==> config.mk <==
export PLATFORM = sky130hd
export DESIGN_NAME = arw_top
export DESIGN_NICKNAME = d
export VERILOG_FILES = /design/src/inc/arw_pkg.sv /design/src/core/arw_top.sv /design/src/core/arw_window.sv
export SDC_FILE = /design/constraint.sdc
export NUM_CORES = 1
export LEC_CHECK = 0
export BUFFER_PORTS_ARGS = -buffer_cell sky130_fd_sc_hd__clkbuf_2
export CORE_UTILIZATION = 35
export CTS_BUF_LIST = sky130_fd_sc_hd__clkbuf_16
export CTS_CLUSTER_DIAMETER = 100
export DETAILED_ROUTE_END_ITERATION = 16
export GPL_ROUTABILITY_DRIVEN = 1
export SYNTH_ARGS = -nofsm -noshare
export SYNTH_HDL_FRONTEND = slang
export SYNTH_SLANG_ARGS = --single-unit
==> constraint.sdc <==
create_clock -name ref_clk -period 6.1 [get_ports ref_clk]
set_clock_uncertainty 0.15 [all_clocks]
set_input_delay 0.61 -clock ref_clk [delete_from_list [all_inputs] [get_ports ref_clk]]
set_output_delay 0.61 -clock ref_clk [all_outputs]
set_load 0.05 [all_outputs]
==> src/inc/arw_pkg.sv <==
// constants, field layout and carrier types of the adc result/accumulate/window block
// assumes an apb master in the ref_clk domain and a sar core that returns one code per start
// Behaviour
// RQ1 - each finished conversion or series loads a high and a low result byte
// RQ2 - justify/shift code 000 right-justifies, 100 left-justifies the result
// RQ3 - single 10-bit result is unsigned; full scale 0x03FF right, 0xFFC0 left
// RQ4 - bits unused by justification and resolution read as zero
// RQ5 - repeat above one presents the sum, updated only after the last conversion
// RQ6 - series of 4, 8, 16, 32 or 64 samples accumulate unsigned, set by repeat field
// RQ7 - software keeps right justification whenever repeat count exceeds one
// RQ8 - sum held in 16 bits, optionally shifted right by one, two or three
// RQ9 - accumulator is a plain sum: 2^n equal samples give code shifted left n
// RQ10 - window detector compares result against two programmed limits without software
// RQ11 - greater and less limits are 16 bits each, split in high and low bytes
// RQ12 - less limit above greater limit: flag when strictly between them
// RQ13 - otherwise flag when result strictly below lower or strictly above upper bound
// RQ14 - window flag sits in control register, usable polled or as interrupt
// RQ15 - power-up interval spent once per burst, not per conversion
// RQ16 - software sets sar divider assuming 24.5 MHz system clock, adjusting otherwise
// RQ17 - twelve-bit mode sums four 10-bit conversions, maximum 4092; code sums the larger of four and the repeat count, one with burst off
// RQ18 - start triggers arriving before the burst completes are ignored
// RQ19 - window flag sticky until software clears it; evaluated on each result update
// RQ20 - accumulator cleared at start of every new series
package arw_pkg;

    // register byte offsets
    localparam logic [7:0] OFS_CTRL    = 8'h00;
    localparam logic [7:0] OFS_ACCCFG  = 8'h04;
    localparam logic [7:0] OFS_RES_HI  = 8'h08;
    localparam logic [7:0] OFS_RES_LO  = 8'h0C;
    localparam logic [7:0] OFS_GT_HI   = 8'h10;
    localparam logic [7:0] OFS_GT_LO   = 8'h14;
    localparam logic [7:0] OFS_LT_HI   = 8'h18;
    localparam logic [7:0] OFS_LT_LO   = 8'h1C;
    localparam logic [7:0] OFS_SARDIV  = 8'h20;

    // control register fields
    localparam int CTRL_ALWAYS_ON_BIT = 0;
    localparam int CTRL_BURST_BIT     = 1;
    localparam int CTRL_WINDOW_BIT    = 2;
    localparam int CTRL_BUSY_BIT      = 3;
    localparam int CTRL_START_BIT     = 4;

    // accumulator config fields
    localparam int ACC_JUST_LSB   = 0;
    localparam int ACC_RPT_LSB    = 3;
    localparam int ACC_TWELVE_BIT = 6;

    // reset values
    localparam logic [6:0]  ACCCFG_RESET = 7'h00;
    localparam logic [15:0] GT_RESET     = 16'hFFFF;
    localparam logic [15:0] LT_RESET     = 16'h0000;
    localparam logic [4:0]  SARDIV_RESET = 5'h1F;

    // justify/shift codes
    localparam logic [2:0] JUST_RIGHT  = 3'h0;
    localparam logic [2:0] JUST_SHR1   = 3'h1;
    localparam logic [2:0] JUST_SHR2   = 3'h2;
    localparam logic [2:0] JUST_SHR3   = 3'h3;
    localparam logic [2:0] JUST_LEFT   = 3'h4;
    localparam int         LEFT_PAD    = 6;

    // repeat count codes
    localparam logic [2:0] RPT_1  = 3'h0;
    localparam logic [2:0] RPT_4  = 3'h1;
    localparam logic [2:0] RPT_8  = 3'h2;
    localparam logic [2:0] RPT_16 = 3'h3;
    localparam logic [2:0] RPT_32 = 3'h4;
    localparam logic [2:0] RPT_64 = 3'h5;
    localparam logic [6:0] TWELVE_MIN_COUNT = 7'h04;

    // power-up interval before the first conversion of a burst
    localparam int CLK_PERIOD_NS  = 100;
    localparam int POWERUP_NS     = 1000;
    localparam int POWERUP_CYCLES = (POWERUP_NS + CLK_PERIOD_NS - 1) / CLK_PERIOD_NS;

    typedef enum logic [1:0] {
        ST_IDLE  = 2'b00,
        ST_POWER = 2'b01,
        ST_START = 2'b10,
        ST_WAIT  = 2'b11
    } arw_state_t;

    // one code returned by the sar core
    typedef struct packed {
        logic       valid;
        logic [9:0] code;
    } arw_sample_t;

    // window limits
    typedef struct packed {
        logic [15:0] greater;
        logic [15:0] less;
    } arw_limits_t;

endpackage

==> src/core/arw_top.sv <==
// adc result path: accumulate, justify, result bytes, window flag, apb registers
// assumes a sar core that converts once per sarStart and returns one sample pulse,
// and an apb master on ref_clk
`timescale 1ns/100ps
module arw_top
    import arw_pkg::*;
(
    input  wire logic        ref_clk,
    input  wire logic        rst_n,
    input  wire logic        psel,
    input  wire logic        penable,
    input  wire logic        pwrite,
    input  wire logic [7:0]  paddr,
    input  wire logic [31:0] pwdata,
    output logic      [31:0] prdata,
    output logic             pready,
    output logic             pslverr,
    input  wire logic        convTrigger,
    input  wire arw_sample_t sample,
    output logic             sarStart,
    output logic             powerReq,
    output logic             busy,
    output logic             windowFlag,
    output logic             sarClk
);

    // register state
    logic        alwaysOnEnable;
    logic        burstModeEnable;
    logic [6:0]  accCfg;
    logic [7:0]  resultHighByte;
    logic [7:0]  resultLowByte;
    arw_limits_t limits;
    logic [4:0]  sarClockDivider;
    logic        swStart;

    logic        next_alwaysOnEnable;
    logic        next_burstModeEnable;
    logic [6:0]  next_accCfg;
    logic        next_windowFlag;
    arw_limits_t next_limits;
    logic [4:0]  next_sarClockDivider;
    logic        next_swStart;
    logic [31:0] next_prdata;
    logic        next_pready;
    logic        next_pslverr;

    // conversion state
    arw_state_t  state;
    arw_state_t  next_state;
    logic [15:0] acc;
    logic [15:0] next_acc;
    logic [6:0]  remaining;
    logic [6:0]  next_remaining;
    logic [3:0]  timer;
    logic [3:0]  next_timer;
    logic [7:0]  next_resultHighByte;
    logic [7:0]  next_resultLowByte;
    logic        next_sarStart;
    logic        next_powerReq;
    logic        next_busy;

    // sar clock divider state
    logic [4:0]  sarCount;
    logic [4:0]  next_sarCount;
    logic        next_sarClk;

    logic        loadResult;
    logic [15:0] formatted;
    logic        windowHit;
    logic [2:0]  justSel;
    logic [2:0]  rptSel;
    logic        twelveBit;

    assign justSel   = accCfg[ACC_JUST_LSB +: 3];
    assign rptSel    = accCfg[ACC_RPT_LSB +: 3];
    assign twelveBit = accCfg[ACC_TWELVE_BIT];

    // conversions per trigger; non-burst mode always takes one
    function automatic logic [6:0] conv_count(input logic [2:0] sel, input logic twelve,
                                              input logic burst);
        logic [6:0] n;
        n = 7'h01;
        unique case (sel)
            RPT_4:   n = 7'h04;
            RPT_8:   n = 7'h08;
            RPT_16:  n = 7'h10;
            RPT_32:  n = 7'h20;
            RPT_64:  n = 7'h40;
            default: n = 7'h01;
        endcase
        if (twelve && n < TWELVE_MIN_COUNT) begin
            n = TWELVE_MIN_COUNT; // RQ17
        end
        if (!burst) begin
            n = 7'h01;
        end
        return n;
    endfunction

    // justify or shift the sum; shifting zero-fills unused bits
    function automatic logic [15:0] format_sum(input logic [15:0] sum, input logic [2:0] sel);
        logic [15:0] r;
        r = sum;
        unique case (sel)
            JUST_RIGHT: r = sum;                              // RQ2
            JUST_SHR1:  r = sum >> 1;                         // RQ8
            JUST_SHR2:  r = sum >> 2;                         // RQ8
            JUST_SHR3:  r = sum >> 3;                         // RQ8
            JUST_LEFT:  r = {sum[9:0], {LEFT_PAD{1'b0}}};     // RQ2 RQ3 RQ4
            default:    r = sum;
        endcase
        return r;
    endfunction

    // sum including the sample arriving now, so the last one is not lost
    assign formatted = format_sum(acc + {6'h00, sample.code}, justSel);

    arw_window u_window (
        .result (formatted),
        .limits (limits),
        .hit    (windowHit)
    );

    // conversion sequencer: trigger, power-up once, start/wait per sample
    always_comb begin
        next_state          = state;
        next_acc            = acc;
        next_remaining      = remaining;
        next_timer          = timer;
        next_resultHighByte = resultHighByte;
        next_resultLowByte  = resultLowByte;
        loadResult          = 1'b0;
        unique case (state)
            ST_IDLE: begin
                if (convTrigger || swStart) begin
                    next_acc       = 16'h0000; // RQ20
                    next_remaining = conv_count(rptSel, twelveBit, burstModeEnable); // RQ6
                    if (alwaysOnEnable) begin
                        next_state = ST_START;
                    end else begin
                        next_timer = 4'(POWERUP_CYCLES - 1);
                        next_state = ST_POWER; // RQ15
                    end
                end
            end
            ST_POWER: begin
                if (timer == 4'h0) begin
                    next_state = ST_START;
                end else begin
                    next_timer = timer - 4'h1;
                end
            end
            ST_START: begin
                next_state = ST_WAIT;
            end
            ST_WAIT: begin
                if (sample.valid) begin
                    next_acc = acc + {6'h00, sample.code}; // RQ9 RQ17
                    if (remaining == 7'h01) begin
                        // only the final sample of the series updates the bytes
                        loadResult          = 1'b1; // RQ5
                        next_resultHighByte = formatted[15:8]; // RQ1
                        next_resultLowByte  = formatted[7:0];  // RQ1
                        next_state          = ST_IDLE;
                    end else begin
                        next_remaining = remaining - 7'h01;
                        next_state     = ST_START; // RQ15
                    end
                end
            end
        endcase
        // triggers outside idle are simply not looked at
        next_busy     = (next_state != ST_IDLE); // RQ18
        next_sarStart = (next_state == ST_START);
        next_powerReq = alwaysOnEnable || (next_state != ST_IDLE);
    end

    always_ff @(posedge ref_clk or negedge rst_n) begin
        if (!rst_n) begin
            state          <= ST_IDLE;
            acc            <= 16'h0000;
            remaining      <= 7'h00;
            timer          <= 4'h0;
            resultHighByte <= 8'h00;
            resultLowByte  <= 8'h00;
            sarStart       <= 1'b0;
            powerReq       <= 1'b0;
            busy           <= 1'b0;
        end else begin
            state          <= next_state;
            acc            <= next_acc;
            remaining      <= next_remaining;
            timer          <= next_timer;
            resultHighByte <= next_resultHighByte;
            resultLowByte  <= next_resultLowByte;
            sarStart       <= next_sarStart;
            powerReq       <= next_powerReq;
            busy           <= next_busy;
        end
    end

    // apb slave: read data latched in first access cycle, pready and write commit in second
    logic        accessFirst;
    logic        writeCommit;
    logic        mapped;
    logic [31:0] readData;

    assign accessFirst = psel && penable && !pready;
    assign writeCommit = psel && penable && pready && pwrite && !pslverr;

    always_comb begin
        mapped   = 1'b1;
        readData = 32'h0000_0000;
        unique case (paddr)
            OFS_CTRL: begin
                readData[CTRL_ALWAYS_ON_BIT] = alwaysOnEnable;
                readData[CTRL_BURST_BIT]     = burstModeEnable;
                readData[CTRL_WINDOW_BIT]    = windowFlag; // RQ14
                readData[CTRL_BUSY_BIT]      = busy;
            end
            OFS_ACCCFG: readData[6:0]  = accCfg;
            OFS_RES_HI: readData[7:0]  = resultHighByte;
            OFS_RES_LO: readData[7:0]  = resultLowByte;
            OFS_GT_HI:  readData[7:0]  = limits.greater[15:8]; // RQ11
            OFS_GT_LO:  readData[7:0]  = limits.greater[7:0];
            OFS_LT_HI:  readData[7:0]  = limits.less[15:8];
            OFS_LT_LO:  readData[7:0]  = limits.less[7:0];
            OFS_SARDIV: readData[4:0]  = sarClockDivider; // RQ16
            default:    mapped = 1'b0;
        endcase
    end

    // register writes and window flag; a hit in the clearing cycle wins
    always_comb begin
        next_alwaysOnEnable  = alwaysOnEnable;
        next_burstModeEnable = burstModeEnable;
        next_accCfg          = accCfg;
        next_limits          = limits;
        next_sarClockDivider = sarClockDivider;
        next_windowFlag      = windowFlag;
        next_swStart         = 1'b0;
        if (writeCommit) begin
            unique case (paddr)
                OFS_CTRL: begin
                    next_alwaysOnEnable  = pwdata[CTRL_ALWAYS_ON_BIT];
                    next_burstModeEnable = pwdata[CTRL_BURST_BIT];
                    // writing zero clears, writing one leaves it
                    if (!pwdata[CTRL_WINDOW_BIT]) begin
                        next_windowFlag = 1'b0; // RQ19
                    end
                    next_swStart = pwdata[CTRL_START_BIT];
                end
                OFS_ACCCFG: next_accCfg                = pwdata[6:0];
                OFS_GT_HI:  next_limits.greater[15:8]  = pwdata[7:0]; // RQ11
                OFS_GT_LO:  next_limits.greater[7:0]   = pwdata[7:0];
                OFS_LT_HI:  next_limits.less[15:8]     = pwdata[7:0];
                OFS_LT_LO:  next_limits.less[7:0]      = pwdata[7:0];
                OFS_SARDIV: next_sarClockDivider       = pwdata[4:0];
                default:    next_swStart               = 1'b0;
            endcase
        end
        if (loadResult && windowHit) begin
            next_windowFlag = 1'b1; // RQ10 RQ19
        end
        next_pready  = accessFirst;
        next_prdata  = accessFirst ? readData : prdata;
        next_pslverr = accessFirst ? !mapped : 1'b0;
    end

    always_ff @(posedge ref_clk or negedge rst_n) begin
        if (!rst_n) begin
            alwaysOnEnable  <= 1'b0;
            burstModeEnable <= 1'b0;
            accCfg          <= ACCCFG_RESET;
            limits.greater  <= GT_RESET;
            limits.less     <= LT_RESET;
            sarClockDivider <= SARDIV_RESET;
            windowFlag      <= 1'b0;
            swStart         <= 1'b0;
            prdata          <= 32'h0000_0000;
            pready          <= 1'b0;
            pslverr         <= 1'b0;
        end else begin
            alwaysOnEnable  <= next_alwaysOnEnable;
            burstModeEnable <= next_burstModeEnable;
            accCfg          <= next_accCfg;
            limits          <= next_limits;
            sarClockDivider <= next_sarClockDivider;
            windowFlag      <= next_windowFlag;
            swStart         <= next_swStart;
            prdata          <= next_prdata;
            pready          <= next_pready;
            pslverr         <= next_pslverr;
        end
    end

    // sar clock: toggles every divider+1 ref clocks
    always_comb begin
        next_sarCount = sarCount + 5'h01;
        next_sarClk   = sarClk;
        if (sarCount >= sarClockDivider) begin
            next_sarCount = 5'h00;
            next_sarClk   = !sarClk;
        end
    end

    always_ff @(posedge ref_clk or negedge rst_n) begin
        if (!rst_n) begin
            sarCount <= 5'h00;
            sarClk   <= 1'b0;
        end else begin
            sarCount <= next_sarCount;
            sarClk   <= next_sarClk;
        end
    end

endmodule

==> src/core/arw_window.sv <==
// window comparator of the result path
// assumes result and limits are stable in the cycle they are looked at
`timescale 1ns/100ps
module arw_window
    import arw_pkg::*;
(
    input  wire logic [15:0] result,
    input  wire arw_limits_t limits,
    output logic             hit
);

    // inside window when less limit lies above greater limit, else outside
    always_comb begin
        if (limits.less > limits.greater) begin
            hit = (result > limits.greater) && (result < limits.less); // RQ12
        end else begin
            hit = (result < limits.less) || (result > limits.greater); // RQ13
        end
    end

endmodule

==> impl_metrics.tcl, run 1 <==
set metrics [dict create \
    muxShareOfSynthArea 0.0262 \
    cts_hold_buf 0 \
    cts-buffers-inserted 9 \
    synth.largest_area_cell "sky130_fd_sc_hd__dfrtp_1" \
    net-switching-power_mw 1.47 \
    postCtsSetupBuffers 0 \
    grt_first_pass_wirelength_um 36500 \
    cts_root_buffer_type "sky130_fd_sc_hd__clkbuf_16" \
    timing.slew.headroom 0.323 \
    via_count 7057 \
    setup.worst_path.class "reg2reg" \
    post_cts.resized_instances 0 \
    report.final.slew_viol_count 0 \
    final.setup.worst_slack_ns 1.26 \
    synth.yosys.seq_area_share 0.355 \
    critPathCaptureType "flop" \
    power_frac_seq 0.320 \
    route.antenna.remaining_nets 0 \
    m1WireLength_um 10900 \
    grt_setup_unrepaired "no" \
    dieHeight_um 153 \
    status "completed" \
    layout.filler_cells 2220 \
    report.final.setup_viol 0 \
    synth_top_cell_area_share 0.286 \
    drt_drc_violations_left 0 \
    grt_max_degree 62 \
    drt_first_iter_violations 650 \
    postSynth.topFlopCell "sky130_fd_sc_hd__dfrtp_1" \
    p_total_mw 3.22 \
    p_leak_nw 4.08 \
    cts_max_path_buffers 2 \
    cts.htree.levels 3 \
    post_layout_minimum_cycle_time_ns 4.84 \
    clk_latency_ns 0.37 \
    p_int_mw 1.75 \
    critical_path_fanout_max 5 \
    grt_pass1_vias 6597 \
    design.die.area_um2 23400 \
    drive_above_1_share 0.133 \
    synth.cell_area_um2 7970 \
    maxUsedRoutingLayer "met4" \
    floorplan.die.width_um 153 \
    grt_use_total 0.199 \
    avgRoutedWirePerCell_um 18.2 \
    detailedRoute.firstPassIterationCount 5 \
    clock_tree_from_tritoncts "built" \
    rows 54 \
    worst_ir_drop_vdd_mv 0.150 \
    post_synth_xor_area_fraction 0.0132 \
    floorplan.core_area_um2 22100 \
    leading_cell_types_in_the_layout_fill_and_taps_excluded "sky130_fd_sc_hd__nand2_1, sky130_fd_sc_hd__o21ai_0, sky130_fd_sc_hd__dfrtp_1" \
    synth-simple-area-share 0.167 \
    wp_data_arrival_ns 5.00 \
    p_comb_frac 0.492 \
    syn2layout_area_growth_pct 9.31 \
    maxCapViolations 0 \
    final_net_count 1086 \
    netlist_top_cells_area "sky130_fd_sc_hd__dfrtp_1, sky130_fd_sc_hd__ha_1, sky130_fd_sc_hd__dfstp_2" \
    grt_overflow_total 0 \
    dp_hpwl_um 17100 \
    insertedDiodeCount 0 \
    wl_um 22600 \
    worst-slew-pin-transition_ns 1.02 \
    sw_frac_of_total 0.457 \
    final_common_cell "sky130_fd_sc_hd__nand2_1" \
    clock_sinks 112 \
    synth-warning-count 0 \
    gpl.final_weighted_congestion 0.914 \
    finalSetupTns_ns 0 \
    antenna_violations_before_repair 0 \
    critical_path.startpoint_type "flop" \
    worst_hold_check_path_type "in2async" \
    syn_inst 925 \
    synth_edf_count 0 \
    clock.fmax_mhz 206 \
    main_combinational_cell_family_by_area_after_synthesis "compound AO/OA/AOI/OAI gates" \
    final_hold_viol_count 0 \
    power_density_over_the_cells_nw_per_um2 370 \
    synth-seq-cells 112 \
    required_ns 6.26 \
    route.detailed.vias_per_inst 5.66 \
    detailedPlace.worstSlack_ns 0.889 \
    initial_core_util 0.361 \
    power.clock.fraction 0.188 \
    post_synth_fa_ha_maj_area_fraction 0.106 \
    avgSynthCellArea_um2 8.62 \
    synth-compound-area-share 0.261 \
    synth.lib_cells_used.distinct 74 \
    synth-async-reset-ratio 1.00 \
    wl_met2_um 10200 \
    placement.io_buffers 47 \
    met3_wl_post_dr_um 1080 \
    fin_crit_sh 0.794 \
    cts.reportedPaths.clkPinSlew_ns 0.08 \
    floorplan.io_pins 96 \
]
-- critical path, cell delays in order, from the launching register on --
cell	delay [ns]
sky130_fd_sc_hd__dfrtp_1	0.36
sky130_fd_sc_hd__ha_1	0.21
sky130_fd_sc_hd__inv_1	0.07
sky130_fd_sc_hd__fa_1	0.42
sky130_fd_sc_hd__nor2b_1	0.16
sky130_fd_sc_hd__o2111a_1	0.27
sky130_fd_sc_hd__o21ai_0	0.26
sky130_fd_sc_hd__a211oi_1	0.68
sky130_fd_sc_hd__nor3_1	0.11
sky130_fd_sc_hd__a211o_1	0.31
sky130_fd_sc_hd__nor3b_1	0.32
sky130_fd_sc_hd__ha_1	0.31
sky130_fd_sc_hd__nand3_1	0.08
sky130_fd_sc_hd__nand2_1	0.05
sky130_fd_sc_hd__a21oi_1	0.15
sky130_fd_sc_hd__o21ai_0	0.09
sky130_fd_sc_hd__a2111oi_0	0.54
sky130_fd_sc_hd__a31o_2	0.23
-- path summary, 6_finish.rpt --
check                              startpoint                     end  slack [ns]  depth (start not counted)
setup reg to reg           acc[0]$_DFFE_PN0P_  windowFlag$_DFFE_PN0P_        1.26                         17
max in group asynchronous               rst_n  limits[12]$_DFFE_PN0P_        4.37                          2
setup / recovery           acc[0]$_DFFE_PN0P_  windowFlag$_DFFE_PN0P_        1.26                         17
hold / removal                          rst_n      acc[8]$_DFFE_PN0P_        0.15                          1
min in group ref_clk       sarClk$_DFFE_PN0N_      sarClk$_DFFE_PN0N_        0.32                          1
hold reg to reg            sarClk$_DFFE_PN0N_      sarClk$_DFFE_PN0N_        0.32                          1
-- cells by family (layout without fill, tap and decap cells) --
group	count (synthesis)	after routing
AOI/OAI and AO/OA	307	307
xor gates and xnor gates	12	12
adders and majority gates	67	67
buffers and inverters	120	139
DFF	112	112
muxes	18	18
other	1	24
and+or+nand+nor	288	288
-- layout make-up --
class,instances,area [µm²],area share
Multi-Input combinational cell,716,4670,0.535
Sequential cell,112,2830,0.325
Tap cell,280,350,0.0402
Timing Repair Buffer,61,343,0.0393
Inverter,62,233,0.0267
Clock buffer,9,225,0.0258
Clock inverter,7,68.8,0.00790
-- flip-flops by register name (all words and copies together), names as in the netlist, 2 cells and up --
name and count:
limits 32, sarClockDivider 5, sarCount 5, resultLowByte 8, acc 16, accCfg 7
prdata 8, timer 4, state 2, remaining 7, resultHighByte 8
-- metrics by stage --
step	instances	area, µm²	hold WS (ns)	utilization
floorplan	948	8060	0.164	-
global placement	1231	8420	0.304	0.381
detailed placement	1231	8420	0.311	0.381
CTS	1247	8710	0.181	0.394
global route	1247	8710	0.208	0.394
finish	1247	8710	0.153	0.394
-- power by group through the flow --
| stage | Combinational [mW] | Clock (mW) | Sequential [mW] |
|---|---|---|---|
| global route | 1.78 | 0.647 | 1.06 |
| global placement | 1.56 | 0 | 1.04 |
| detailed placement | 1.58 | 0 | 1.04 |
| floorplan | 1.13 | 0 | 1.05 |
| finish | 1.59 | 0.607 | 1.03 |
| CTS | 1.58 | 0.624 | 1.03 |
-- metal layers --
metal	vias up	track usage
met5	-	0
met4	0	0.0722
met3	25	0.0207
met2	201	0.314
met1	3393	0.280
li1	3438	-
-- synth_stat cells (19+ instances only) --
cell type                  instances
sky130_fd_sc_hd__dfstp_2          21
sky130_fd_sc_hd__inv_1            59
sky130_fd_sc_hd__dfrtp_1          91
sky130_fd_sc_hd__o21ai_0          96
sky130_fd_sc_hd__clkbuf_1         29
sky130_fd_sc_hd__buf_4            24
sky130_fd_sc_hd__a31oi_1          19
sky130_fd_sc_hd__nand3_1          25
sky130_fd_sc_hd__nand2_1         117
sky130_fd_sc_hd__nor3_1           24
sky130_fd_sc_hd__ha_1             66
sky130_fd_sc_hd__nor2_1           57
sky130_fd_sc_hd__a21oi_1          45
Note: power is estimated with default switching activity, not from simulation.
==> inputs of run 2 (changes only) <==
==> constraint.sdc (replaced) <==
create_clock -name ref_clk -period 4.1 [get_ports ref_clk]
set_clock_uncertainty 0.15 [all_clocks]
set_input_delay 0.41 -clock ref_clk [delete_from_list [all_inputs] [get_ports ref_clk]]
set_output_delay 0.41 -clock ref_clk [all_outputs]
set_load 0.05 [all_outputs]
==> run 2 against run 1 <==
The flow now finishes with violations (negative hold slack); cell count grew 7.1%; register-to-register slack got worse by 1.2 ns; critical path depth unchanged; first-iteration DRC count grew 6.3%; final area is 10% higher; setup slack worse by 1.2 ns; sequential share of layout area fell by 3.0 points; combinational power is 95% higher.
==> impl_metrics.tcl, run 2 (synthesis results as in run 1) <==
set metrics [dict create \
    status "finished, violations left" \
    violations "negative hold slack" \
    p_comb_frac 0.555 \
    power.clock.fraction 0.170 \
    detailedRoute.firstPassIterationCount 5 \
    place_inst 1315 \
    clk_latency_ns 0.37 \
    required_ns 4.21 \
    detailedPlace.worstSlack_ns -0.401 \
    floorplan.io_pins 96 \
    net-switching-power_mw 2.37 \
    drt_first_iter_violations 691 \
    fin_crit_sh 0.989 \
    final_net_count 1175 \
    largest_register_ffs 32 \
    path_cells "ha_2, inv_2, fa_2, nor2b_4, o2111a_2, or4_4, a41oi_4, nor3_2, a211o_1, nor3b_4, ha_1, nand4_1, nor2_1, o21ai_0, a211o_1, a31o_2, a31o_2" \
    report.final.setup_viol 0 \
    report.final.slew_viol_count 0 \
    syn2layout_area_growth_pct 20.3 \
    insertedDiodeCount 0 \
    final.setup.worst_slack_ns 0.0453 \
    power_frac_seq 0.274 \
    p_leak_nw 4.54 \
    timing.slew.headroom 0.410 \
    final_hold_viol_count 2 \
    floorplan.die.width_um 153 \
    grt_pass1_vias 7110 \
    drive_above_1_share 0.232 \
    cts-buffers-inserted 9 \
    critPathCaptureType "flop" \
    clock_sinks 112 \
    cts_hold_buf 0 \
    timing.reg2reg.setup_slack_ns 0.05 \
    post_layout_minimum_cycle_time_ns 4.05 \
    wl_um 23900 \
    sw_frac_of_total 0.425 \
    gpl.final_weighted_congestion 0.931 \
    p_int_mw 3.21 \
    cts.htree.levels 3 \
    grt_setup_unrepaired "yes" \
    cts.reportedPaths.clkPinSlew_ns 0.08 \
    cts_root_buffer_type "sky130_fd_sc_hd__clkbuf_16" \
    avgRoutedWirePerCell_um 17.9 \
    p_total_mw 5.58 \
    power_density_over_the_cells_nw_per_um2 581 \
    worst_ir_drop_vdd_mv 0.303 \
    setup.worst_path.class "reg2reg" \
    rows 54 \
    number_of_non_filler_instances_in_the_completed_layout 1336 \
    hold_ws_ns -0.0129 \
    clock_tree_from_tritoncts "built" \
    cts_max_path_buffers 2 \
    final_common_cell "sky130_fd_sc_hd__nand2_1" \
    grt_first_pass_wirelength_um 38800 \
    route.detailed.vias_per_inst 5.54 \
    top_register "limits" \
    grt_use_total 0.212 \
    via_count 7399 \
    initial_core_util 0.361 \
    route.antenna.remaining_nets 0 \
    leading_cell_types_in_the_layout_fill_and_taps_excluded "sky130_fd_sc_hd__nand2_1, sky130_fd_sc_hd__buf_4, sky130_fd_sc_hd__o21ai_0" \
    design.die.area_um2 23400 \
    dp_hpwl_um 18400 \
    antenna_violations_before_repair 0 \
    worst_hold_check_path_type "in2async" \
    grt_max_degree 64 \
    layout_top_registers "limits x32, acc x16" \
    wp_data_arrival_ns 4.16 \
    drt_drc_violations_left 0 \
    critical_path_fanout_max 3 \
    clock.fmax_mhz 247 \
    crit_path_top_delay_cell "sky130_fd_sc_hd__or4_4" \
    delay_of_the_slowest_cell_on_the_worst_path_ns 0.57 \
    dieHeight_um 153 \
    floorplan.core_area_um2 22100 \
    worst-slew-pin-transition_ns 0.884 \
    placement.io_buffers 47 \
    finalSetupTns_ns 0 \
    grt_overflow_total 0 \
    critical_path.startpoint_type "flop" \
    maxCapViolations 0 \
]
==> run 2: cell count changes in the layout (fill, tap and decap cells not counted), sizes merged <==
cell,change
buf,+89
bufinv,+1
inv,-1
==> run 2: cell type report <==
type                            instances  area, µm²
Fill cell                            2146      12500
Multi-Input combinational cell        716       4850
Sequential cell                       112       2830
Timing Repair Buffer                  150       1010
Tap cell                              280        350
Inverter                               62        233
Clock buffer                            9        225
Clock inverter                          7       90.1
==> run 2: critical path, delay by kind of cell (launching register included) <==
| kind | cells | cell delay (ns) |
|---|---|---|
| AOI/OAI and AO/OA | 7 | 1.58 |
| and+or+nand+nor | 6 | 1.18 |
| adders and majority gates | 3 | 0.58 |
| DFF | 1 | 0.39 |
| buffers and inverters | 1 | 0.06 |
==> run 2: path summary, 6_finish.rpt <==
path,start,endpoint,cells after the start
max,acc[0]$_DFFE_PN0P_,windowFlag$_DFFE_PN0P_,17
min reg2reg,sarClk$_DFFE_PN0N_,sarClk$_DFFE_PN0N_,1
min,rst_n,acc[13]$_DFFE_PN0P_,1
min in group ref_clk,pwdata[7],limits[23]$_DFFE_PN1P_,3
max reg2reg,acc[0]$_DFFE_PN0P_,windowFlag$_DFFE_PN0P_,17
max in group asynchronous,rst_n,limits[16]$_DFFE_PN1P_,2
==> run 2: power groups by stage <==
stage | combinational (mW) | sequential [mW] | clock [mW]
floorplan | 1.68 | 1.56 | 0
global placement | 2.87 | 1.54 | 0
detailed placement | 2.90 | 1.54 | 0
CTS | 2.95 | 1.53 | 0.972
global route | 3.42 | 1.56 | 1.01
finish | 3.10 | 1.53 | 0.950
==> run 2: metrics by stage <==
step                area (µm²)  hold WS, ns   util
floorplan                 8060      -0.0356      -
global placement          9050        0.306  0.410
detailed placement        9050        0.311  0.410
CTS                       9420       0.0153  0.426
global route              9590       0.0603  0.434
finish                    9590      -0.0129  0.434
==> run 2: per-layer routing <==
layer  routed length [µm]  vias up  global-route usage
li1                     -     3601                   -
met1                11200     3522               0.297
met2                10700      236               0.328
met3                 1280       40              0.0272
met4                  722        0              0.0885
met5                    0        -                   0
==> run 2: repair_timing <==
action                                  in CTS  in global routing
endpoints found under the setup margin       1                  1
buffers inserted                             0                  5
resized for setup                           15                 27
pin swaps                                    4                 21
==> inputs of run 3 (changes only) <==
--- a/config.mk
+++ b/config.mk
@@ -7,7 +7,7 @@
 export LEC_CHECK = 0
 export BUFFER_PORTS_ARGS = -buffer_cell sky130_fd_sc_hd__clkbuf_2
 export CORE_UTILIZATION = 35
-export CTS_BUF_LIST = sky130_fd_sc_hd__clkbuf_16
+export CTS_BUF_LIST = sky130_fd_sc_hd__clkbuf_4
 export CTS_CLUSTER_DIAMETER = 100
 export DETAILED_ROUTE_END_ITERATION = 16
 export GPL_ROUTABILITY_DRIVEN = 1
==> run 3 against run 2 <==
The run now ends clean; critical endpoint unchanged; via count rose by 0.26%; count of clock-buffer cells in the layout rose by 1; total power fell by 5.7%; global-route usage barely moved; first-iteration DRC count rose by 6.1%; flip-flop and latch count did not move; combinational power barely moved; fmax barely moved; largest cell class unchanged; non-clock buffer count rose by 6; critical path type unchanged; cell count rose by 0.52%.
==> impl_metrics.tcl, run 3 (synthesis results as in run 1) <==
set metrics [dict create \
    status "completed" \
    worst-slew-pin-transition_ns 0.880 \
    layout.filler_cells 2167 \
    dp_hpwl_um 18400 \
    critical-path-top-delay-family "compound AO/OA/AOI/OAI gates" \
    layout_top_registers "limits x32, acc x16" \
    worst_hold_check_path_type "in2reg" \
    placement.io_buffers 47 \
    timing.slew.headroom 0.413 \
    path_cells "ha_2, inv_2, fa_2, nor2b_4, o2111a_2, or4_4, a41oi_2, buf_4, buf_6, o31ai_4, a31oi_2, buf_4, ha_1, nand4_1, nor2_1, o21ai_1, a211o_1, a31o_2, a31o_2" \
    detailedRoute.firstPassIterationCount 8 \
    dieHeight_um 153 \
    floorplan.die.width_um 153 \
    floorplan.core_area_um2 22100 \
    worstHoldPathCells 3 \
    drive_above_1_share 0.234 \
    report.final.setup_viol 0 \
    delay_of_the_slowest_cell_on_the_worst_path_ns 0.55 \
    clock_tree_from_tritoncts "built" \
    hold_path.startpoint "pwdata[3]" \
    cts.htree.levels 3 \
    via_count 7418 \
    critPathCaptureType "flop" \
    rr_worst_depth 19 \
    route.detailed.vias_per_inst 5.52 \
    clock_sinks 112 \
    cts_root_buffer_type "sky130_fd_sc_hd__clkbuf_4" \
    reg2reg_to "windowFlag$_DFFE_PN0P_" \
    design.die.area_um2 23400 \
    cts.reportedPaths.clkPinSlew_ns 0.21 \
    post_layout_minimum_cycle_time_ns 4.05 \
    maxCapViolations 0 \
    wl_um 23800 \
    cp.depth 19 \
    min_to "limits[19]$_DFFE_PN1P_" \
    critical_path.n_buffers_inverters 4 \
    syn2layout_area_growth_pct 18.8 \
    p_leak_nw 4.49 \
    setup.worst_path.class "reg2reg" \
    grt_max_degree 64 \
    power_density_over_the_cells_nw_per_um2 555 \
    hold_ws_ns 0.0221 \
    grt_overflow_total 0 \
    required_ns 4.38 \
    place_inst 1315 \
    drt_first_iter_violations 733 \
    largest_register_ffs 32 \
    number_of_non_filler_instances_in_the_completed_layout 1343 \
    drt_drc_violations_left 0 \
    final_hold_viol_count 0 \
    clock.fmax_mhz 247 \
    final.setup.worst_slack_ns 0.0479 \
    grt_use_total 0.211 \
    final_common_cell "sky130_fd_sc_hd__nand2_1" \
    rows 54 \
    gpl.final_weighted_congestion 0.931 \
    leading_cell_types_in_the_layout_fill_and_taps_excluded "sky130_fd_sc_hd__nand2_1, sky130_fd_sc_hd__buf_4, sky130_fd_sc_hd__o21ai_0, sky130_fd_sc_hd__dfrtp_1, sky130_fd_sc_hd__ha_1" \
    critical_path.startpoint_type "flop" \
    report.final.slew_viol_count 0 \
    wp_data_arrival_ns 4.33 \
    top_register "limits" \
    clk_latency_ns 0.51 \
    cts_max_path_buffers 2 \
    fin_crit_sh 0.988 \
    timing.reg2reg.setup_slack_ns 0.05 \
    final_net_count 1181 \
    floorplan.io_pins 96 \
    grt_first_pass_wirelength_um 38900 \
    crit_path_top_delay_cell "sky130_fd_sc_hd__or4_4" \
    route.antenna.remaining_nets 0 \
    detailedPlace.worstSlack_ns -0.401 \
    initial_core_util 0.361 \
    cts-buffers-inserted 9 \
    critical_path_fanout_max 4 \
    p_total_mw 5.26 \
    grt_setup_unrepaired "yes" \
    antenna_violations_before_repair 1 \
    worst_ir_drop_vdd_mv 0.204 \
    grt_pass1_vias 7148 \
    avgRoutedWirePerCell_um 17.7 \
    regToRegStartpoint "acc[0]$_DFFE_PN0P_" \
]
-- run 3: changes by cell type in the layout (fill, tap and decap cells not counted), sizes merged --
cell,before,now
buf,104,107
clkbuf,55,56
diode,0,1
inv,62,61
dlygate4sd3,0,3
-- run 3: repair_timing --
item / 4_1_cts / 5_1_grt
resized for setup: 19 / 22
endpoints found under the setup margin: 1 / 1
hold endpoints to repair: 53 / 0
pin swaps: 5 / 20
buffers inserted: 1 / 7
hold buffers: 3 / 0
-- run 3: area by class of cell --
class	count	area, µm²	share of cell area
antenna	1	2.50	0.000264
timing repair buffer	156	1070	0.113
clock buffer	10	75.1	0.00793
sequential	112	2830	0.299
multi-input combinational	716	4820	0.510
tap	280	350	0.0370
inverter	62	233	0.0246
clock inverter	6	86.3	0.00912
-- run 3: tightest hold or removal path: cells and delay by family --
kind,cells,cell delay [ns]
AND/OR/NAND/NOR,1,0.08
AO/OA/AOI/OAI,1,0.07
buffers and inverters,1,0.16
-- run 3: stage by stage --
step	instance area [µm²]	util	TNS, ns
6_report	9470	0.429	0
5_1_grt	9470	0.429	-0.203
4_1_cts	9320	0.422	0
3_5_place_dp	9050	0.410	-0.401
3_3_place_gp	9050	0.410	-0.334
2_1_floorplan	8060	-	0
-- run 3: worst max-delay path by stage --
stage | startpoint | endpoint | slack [ns]
finish | acc[0]$_DFFE_PN0P_ | windowFlag$_DFFE_PN0P_ | 0.05
global route | acc[0]$_DFFE_PN0P_ | windowFlag$_DFFE_PN0P_ | -0.20
CTS | acc[0]$_DFFE_PN0P_ | windowFlag$_DFFE_PN0P_ | 0.009
detailed placement | sample[0] | windowFlag$_DFFE_PN0P_ | -0.40
global placement | sample[0] | windowFlag$_DFFE_PN0P_ | -0.33
floorplan | sample[6] | windowFlag$_DFFE_PN0P_ | 0.06
-- run 3: power by group --
group | internal, mW | switching (mW)
Sequential | 1.33 | 0.199
Clock | 0.209 | 0.421
Combinational | 1.41 | 1.69
Total | 2.95 | 2.31
-- run 3: per-layer routing --
| metal | global-route usage | routed length (µm) | vias up |
|---|---|---|---|
| met5 | 0 | 0 | - |
| met4 | 0.0871 | 726 | 0 |
| met3 | 0.0269 | 1370 | 48 |
| met2 | 0.325 | 10700 | 235 |
| met1 | 0.299 | 11000 | 3519 |
| li1 | - | - | 3616 |
